[src/hdl/sabc_pkg.sv]
// Package with constants and types for the converter bus control block
//==========================================================================
// Function
// - MSB-first approximation, eight bits, 64 clocks
// - Result latched straight binary, ones full-scale
// - Start falling clears register, shifter, done
// - Chip select and start low hold reset
// - Conversion begins 1 to 8 clocks after release
// - Select plus read clears done flop
// - Select plus read drives data, else float
// - New start aborts and restarts conversion
// - Start flop holds shifter, clears done, seeds
// - Gated pulse releases start flop when idle
// - Start still present keeps shifter held
// - One leaving last stage loads output latch
// - Exit flop next clock sets done low
// - Input samples spaced four and half clocks
// - Comparator strobed at end of each period
// - Whole conversion 66 to 73 clock periods
// - Start rising edge begins; held low resets
//==========================================================================
package sabc_pkg;
   localparam int unsigned DATA_W       = 8;          // Result width
   localparam int unsigned CLK_PER_BIT  = 8;          // Clocks per bit decision
   localparam int unsigned BIT_CNT_W    = 3;          // Phase counter width
   localparam logic [2:0]  PHASE_LAST   = 3'h7;       // Comparator strobe phase
   localparam logic [2:0]  PHASE_NEG    = 3'h4;       // Negative input sample phase
   localparam logic [7:0]  DATA_RESET   = 8'h00;      // Latch value after reset
   localparam logic [7:0]  MSB_ONLY     = 8'h80;      // Trial seed for first bit
   localparam logic [7:0]  SHIFT_CLEAR  = 8'h00;      // Empty shift register

   // Bus strobes, active low as on the pins
   typedef struct packed {
      logic cs_n;
      logic wr_n;
      logic rd_n;
   } sabc_strobe_s;

   // Sequencer states
   typedef enum logic [1:0] {
      SABC_IDLE,
      SABC_HOLD,
      SABC_CONV
   } sabc_state_e;
endpackage : sabc_pkg

[src/hdl/sabc_ctrl.sv]
// Successive-approximation converter bus control block
`timescale 1ns/1ps
module sabc_ctrl
   import sabc_pkg::*;
#(
   parameter int unsigned WIDTH = DATA_W               // Result width
) (
   input  wire logic             SYS_CLK_IN,           // Converter clock
   input  wire logic             RESET_IN,             // Sync reset, active high
   input  wire logic             CS_N_IN,              // Chip select, active low
   input  wire logic             WR_N_IN,              // Start strobe, active low
   input  wire logic             RD_N_IN,              // Output enable, active low
   input  wire logic             COMP_IN,              // Comparator: input above trial
   output logic [WIDTH-1:0]      TRIAL_OUT,            // Trial word to the DAC
   output logic                  SAMPLE_POS_OUT,       // Sample positive input pulse
   output logic                  SAMPLE_NEG_OUT,       // Sample negative input pulse
   output logic                  COMP_STROBE_OUT,      // Comparator strobe pulse
   output logic [WIDTH-1:0]      DATA_OUT,             // Data pin drive value
   output logic                  DATA_OE_OUT,          // Data pin output enable
   output logic                  CONVERSION_DONE_N_OUT // Done flag, active low
);

   //=======================================================================
   // Strobe synchronisers
   //=======================================================================
   sabc_strobe_s sync1;                                 // First stage, only sync2 reads it
   sabc_strobe_s sync2;                                 // Clean strobes

   // Two flops per strobe; reset to idle-high
   always_ff @(posedge SYS_CLK_IN) begin
      if (RESET_IN) begin
         sync1 <= '{cs_n: 1'b1, wr_n: 1'b1, rd_n: 1'b1};
         sync2 <= '{cs_n: 1'b1, wr_n: 1'b1, rd_n: 1'b1};
      end else begin
         sync1 <= '{cs_n: CS_N_IN, wr_n: WR_N_IN, rd_n: RD_N_IN};
         sync2 <= sync1;
      end
   end

   //=======================================================================
   // Decode of bus conditions
   //=======================================================================
   wire start_req = ~sync2.cs_n & ~sync2.wr_n;
   wire read_req  = ~sync2.cs_n & ~sync2.rd_n;

   //=======================================================================
   // Sequencer registers
   //=======================================================================
   sabc_state_e            state;                       // Sequencer state
   logic                   start_flop;                  // Start flip-flop
   logic                   shift_entry_flop;            // Entry stage of shifter
   logic [WIDTH-1:0]       shift_reg;                   // One-hot bit pointer
   logic                   shift_exit_flop;             // Exit stage after shifter
   logic [BIT_CNT_W-1:0]   phase;                       // Clock within a bit
   logic [WIDTH-1:0]       sar;                         // Approximation register
   logic                   done_flop;                   // Done flip-flop
   logic [WIDTH-1:0]       result;                      // Output latch

   // Clock-gated release: entry holds the one and last phase of a slot
   wire start_release_gate = start_flop & shift_entry_flop &
                             (phase == PHASE_LAST) & ~start_req;
   wire bit_end            = (state == SABC_CONV) & (phase == PHASE_LAST);
   wire last_stage         = shift_reg[0];
   // One leaves last stage at the end of its slot
   wire result_load_gate   = bit_end & last_stage;

   // Decision for the bit under test: keep it if input is above trial
   function automatic logic [WIDTH-1:0] sabc_decide(input logic [WIDTH-1:0] word,
                                                    input logic [WIDTH-1:0] ptr,
                                                    input logic             keep);
      logic [WIDTH-1:0] cleared;
      cleared = word & ~ptr;
      sabc_decide = keep ? word : cleared;
   endfunction : sabc_decide

   wire [WIDTH-1:0] decided = sabc_decide(sar, shift_reg, COMP_IN);
   wire [WIDTH-1:0] next_sar = last_stage ? decided :
                               (decided | (shift_reg >> 1));

   //=======================================================================
   // Start flip-flop and entry stage
   //=======================================================================
   // Start sets on request, clears only via release gate; a second
   // start during conversion re-enters the hold and aborts
   always_ff @(posedge SYS_CLK_IN) begin
      if (RESET_IN) begin
         start_flop       <= 1'b0;
         shift_entry_flop <= 1'b0;
         phase            <= '0;
         state            <= SABC_IDLE;
      end else begin
         if (start_req) begin
            start_flop <= 1'b1;
         end else if (start_release_gate) begin
            start_flop <= 1'b0;
         end
         shift_entry_flop <= start_flop | start_req;
         // Free-running phase counter: gives the 1..8 clock start latency
         phase <= phase + 1'b1;
         case (state)
            SABC_IDLE: begin
               if (start_req) state <= SABC_HOLD;
            end
            SABC_HOLD: begin
               if (start_release_gate) state <= SABC_CONV;
            end
            SABC_CONV: begin
               if (start_req) state <= SABC_HOLD;
               else if (result_load_gate) state <= SABC_IDLE;
            end
            default: state <= SABC_IDLE;
         endcase
      end
   end

   //=======================================================================
   // Shift register and approximation register
   //=======================================================================
   // Shifter held clear while start flop is set
   always_ff @(posedge SYS_CLK_IN) begin
      if (RESET_IN || start_req || start_flop) begin
         shift_reg <= SHIFT_CLEAR;
         sar       <= SHIFT_CLEAR;
         if (start_release_gate) begin
            shift_reg <= {1'b1, SHIFT_CLEAR[WIDTH-2:0]};
            sar       <= MSB_ONLY;
         end
      end else if (bit_end) begin
         shift_reg <= shift_reg >> 1;
         sar       <= next_sar;
      end
   end

   //=======================================================================
   // Result latch, exit flop and done flag
   //=======================================================================
   // Done set has priority over a read clear in the same cycle
   always_ff @(posedge SYS_CLK_IN) begin
      if (RESET_IN) begin
         result          <= DATA_RESET;
         shift_exit_flop <= 1'b0;
         done_flop       <= 1'b0;
      end else begin
         if (result_load_gate) result <= decided;
         shift_exit_flop <= result_load_gate & ~start_req;
         if (shift_exit_flop) begin
            done_flop <= 1'b1;
         end else if (start_req || start_flop || read_req) begin
            done_flop <= 1'b0;
         end
      end
   end

   //=======================================================================
   // Outputs
   //=======================================================================
   // Pin buffer value is registered; enable is a handshake level
   always_ff @(posedge SYS_CLK_IN) begin
      if (RESET_IN) DATA_OUT <= DATA_RESET;
      else          DATA_OUT <= result;
   end

   assign DATA_OE_OUT           = read_req;
   assign CONVERSION_DONE_N_OUT = ~done_flop;
   assign TRIAL_OUT             = sar;
   assign COMP_STROBE_OUT       = bit_end;
   // Positive at start of the first (MSB) slot only, negative four and a half clocks on
   assign SAMPLE_POS_OUT        = (state == SABC_CONV) & (phase == '0) & shift_reg[WIDTH-1];
   assign SAMPLE_NEG_OUT        = (state == SABC_CONV) & (phase == PHASE_NEG) &
                                  shift_reg[WIDTH-1] & ~SYS_CLK_IN;

endmodule : sabc_ctrl

[config.mk]
export PLATFORM = sky130hd
export DESIGN_NAME = sabc_ctrl
export DESIGN_NICKNAME = d
export VERILOG_FILES = /design/src/hdl/sabc_pkg.sv /design/src/hdl/sabc_ctrl.sv
export SDC_FILE = /design/constraint.sdc
export NUM_CORES = 1
export LEC_CHECK = 0
export ABC_CLOCK_PERIOD_IN_PS = 1700
export BUFFER_PORTS_ARGS = -buffer_cell sky130_fd_sc_hd__buf_2
export CORE_MARGIN = 2
export CORE_UTILIZATION = 47
export CTS_CLUSTER_DIAMETER = 120
export DETAILED_ROUTE_END_ITERATION = 12
export PLACE_DENSITY = 0.71
export SYNTH_ARGS = -nofsm -noshare
export SYNTH_HDL_FRONTEND = slang
export SYNTH_SLANG_ARGS = --single-unit
[constraint.sdc]
create_clock -name SYS_CLK_IN -period 1.7 [get_ports SYS_CLK_IN]
set_input_delay 0.085 -clock SYS_CLK_IN [delete_from_list [all_inputs] [get_ports SYS_CLK_IN]]
set_output_delay 0.085 -clock SYS_CLK_IN [all_outputs]
set_load 0.1 [all_outputs]
==> results.md <==
- Post-Syn Area: 0.00172 sq mm
- Critical path capture point type: primary output
- Synth Register Bits: 47
- CTS tree: done
- # rows: 21
- Synth warn: 0
- WHS: 0.102 ns
- GRT overflow: 0
- CP top delay family: simple AND/OR/NAND/NOR gates
- Port buffer count: 26
- XOR/XNOR share of the synthesized area: 0%
- Core area: 0.00342 sq mm
- Endpoints failing setup: 0
- Clk_skew: 0.0160 ns
- Flop2flop setup slack: 0.22 ns
- Clock transition at path regs: 0.12 ns
- Chip Height: 64.5 um
- Fin. Hold Viols: 0
- Complex-gate fraction of the synthesized area: 11.2%
- Final core utilization: 62.3%
- DRC: 0
- Initial core utilization: 50.4%
- Antenna Nets Post-Route: 0
- DR vias: 1176
- Initial antenna violation count: 0
- Tcrit/Tclk final: 95.7%
- Netlist cell types: 29
- Max Freq: 615 MHz
- Peak supply drop: 0.628 mV
- Largest net degree at the start of global routing: 32
- # diodes: 0
- Leak: 0.864 nW
- Post-route cell area: 0.00213 sq mm
- Slew @ Worst Pin: 0.490 ns
- Synth Area in Adders: 2.18%
- Outcome: completed
- CP peak stage delay: 0.35 ns
- Mux contribution to synthesized area: 0%
- Kind of critical path: flip-flop to primary output
- Die ar.: 0.00416 sq mm
- Buf/Inv on CP: 1
- Die X-Extent: 64.5 um
- Pwr Density: 986 mW/mm^2
- Register area share after synthesis: 64.0%
- Placer Congestion: 0.802
- Setup crit start kind: flip-flop
- DP Area: 0.00195 sq mm
- Layout fillers: 280
- Final max-slew violation count: 0
- Total GRT Usage: 17.8%
- Vias in the first global route: 1246
- WP data required: 1.62 ns
- Global-route wire length before repair: 5310 um
- Period minus WS final: 1.63 ns
- Area Growth Syn to Fin: 23.8%
- HP Class: input pin to flip-flop
- Layout cells sized above 1: 35.2%
- Max cap viols: 0
- Total power: 2.10 mW
- Crit path max fanout: 3
- Crit path cell chain: nor2b_4, nand3_4, nor3b_4, buf_12
- WP data arrival: 1.54 ns
- DR pass1 iterations: 4
- Cells after Synth: 154
- NumNets Final: 201
- Largest family of logic cells by synthesized area: simple AND/OR/NAND/NOR gates
- DR iter-0 viols: 40
- Slew margin rel.: 67.6%
- DP Wirelength: 2090 um
- Slowest CP cell: dfxtp_2
- Skew-Pair Late Insertion Delay: 0.47 ns
- Wirelength per Cell: 13.2 um
- IO Count: 27
- Via/cell ratio: 4.92
- Syn nets: 163
- Setup TNS: 0 ns
- Mapped Avg Cell Area: 11.2 sq um
- Synth Area in Simple Gates: 18.0%
- Drt total wl: 3160 um
## worst min-delay path, delay by kind of cell
family | cells | cell delay, ns
and+or+nand+nor | 1 | 0.12
buffers and inverters | 2 | 0.33
## synth_stat cells
master	instances	area, sq um
a211oi_1	1	7.51
nand2_1	10	37.5
buf_2	4	20.0
nand3_1	2	10.0
o32ai_2	1	16.3
nor2_1	13	48.8
nor3b_1	1	7.51
a21oi_1	5	25.0
dfxtp_1	31	621
nand4b_2	1	15.0
nand2b_1	7	43.8
edfxtp_1	16	480
a21oi_2	3	26.3
buf_6	1	11.3
or3_1	1	6.26
or2_1	1	6.26
nor2_2	1	6.26
clkbuf_1	2	7.51
o31ai_1	8	60.1
or2_2	6	37.5
o22ai_1	1	6.26
nor3_1	3	15.0
a2bb2oi_1	1	8.76
o21ai_0	7	35.0
ha_1	3	37.5
o21bai_1	1	7.51
nor2b_1	11	68.8
and2_1	1	6.26
inv_1	11	41.3
## kinds of logic after synthesis
group | count (synthesis)
simple gates | 58
compound gates | 28
flops | 47
buf+inv | 18
fa+ha+maj | 3
## report_power, final
part           internal, mW  total (mW)  switching [mW]
clock                 0.240       0.611           0.371
combinational        0.0611       0.251           0.190
sequential             1.21        1.24          0.0268
## through the flow
stage | setup slack, ns | std cells
3_5_place_dp | 0.179 | 223
5_1_grt | -0.000701 | 239
2_1_floorplan | -0.0680 | 154
3_3_place_gp | 0.179 | 223
4_1_cts | 0.00320 | 238
6_report | 0.0735 | 239
## layout make-up
| class | count | area, sq um | share of cell area (%) |
|---|---|---|---|
| sequential | 47 | 1110 | 51.9 |
| multi-input combinational | 89 | 596 | 28.0 |
| timing repair buffer | 34 | 233 | 10.9 |
| clock buffer | 10 | 83.8 | 3.94 |
| tap | 46 | 57.6 | 2.70 |
| inverter | 11 | 41.3 | 1.94 |
| clock inverter | 2 | 12.5 | 0.588 |
## final timing paths
check	start	endpoint	depth (start not counted)
worst max-delay path	state[1]	SAMPLE_NEG_OUT	4
worst min-delay path	RESET_IN	shift_entry_flop	3
worst max register to register	phase[0]	shift_reg[5]	4
worst min register to register	sync1[1]	sync2[1]	1
## per-layer routing
layer	up-vias	wire length [um]	global-route usage (%)
met5	-	0	0
met3	6	130	5.73
li1	592	-	-
met1	557	1340	17.9
met4	0	75	14.1
met2	21	1600	30.2
## timing repair
item	4_1_cts	5_1_grt
gates resized for setup	7	10
setup endpoints to repair	3	3
hold buffers	4	0
pin swaps	0	2
buffers inserted	0	1
hold endpoints to repair	4	0
## cells in the final DEF, fill, tap and decap left out, types with 2 or more instances in the layout
cell           count
nor2b_1           10
buf_12             3
nor3_1             3
nor2_2             3
dfxtp_1           27
a21oi_2            3
inv_1              9
dlygate4sd3_1      4
o31ai_1            8
nor2_1            11
dfxtp_2            4
nand2b_1           7
buf_2             23
a21oi_1            5
edfxtp_1          16
o21ai_0            7
nand2_1           10
clkbuf_4           8
buf_4              5
or2_2              6
inv_2              2
Power figures use the tool's default switching activity.
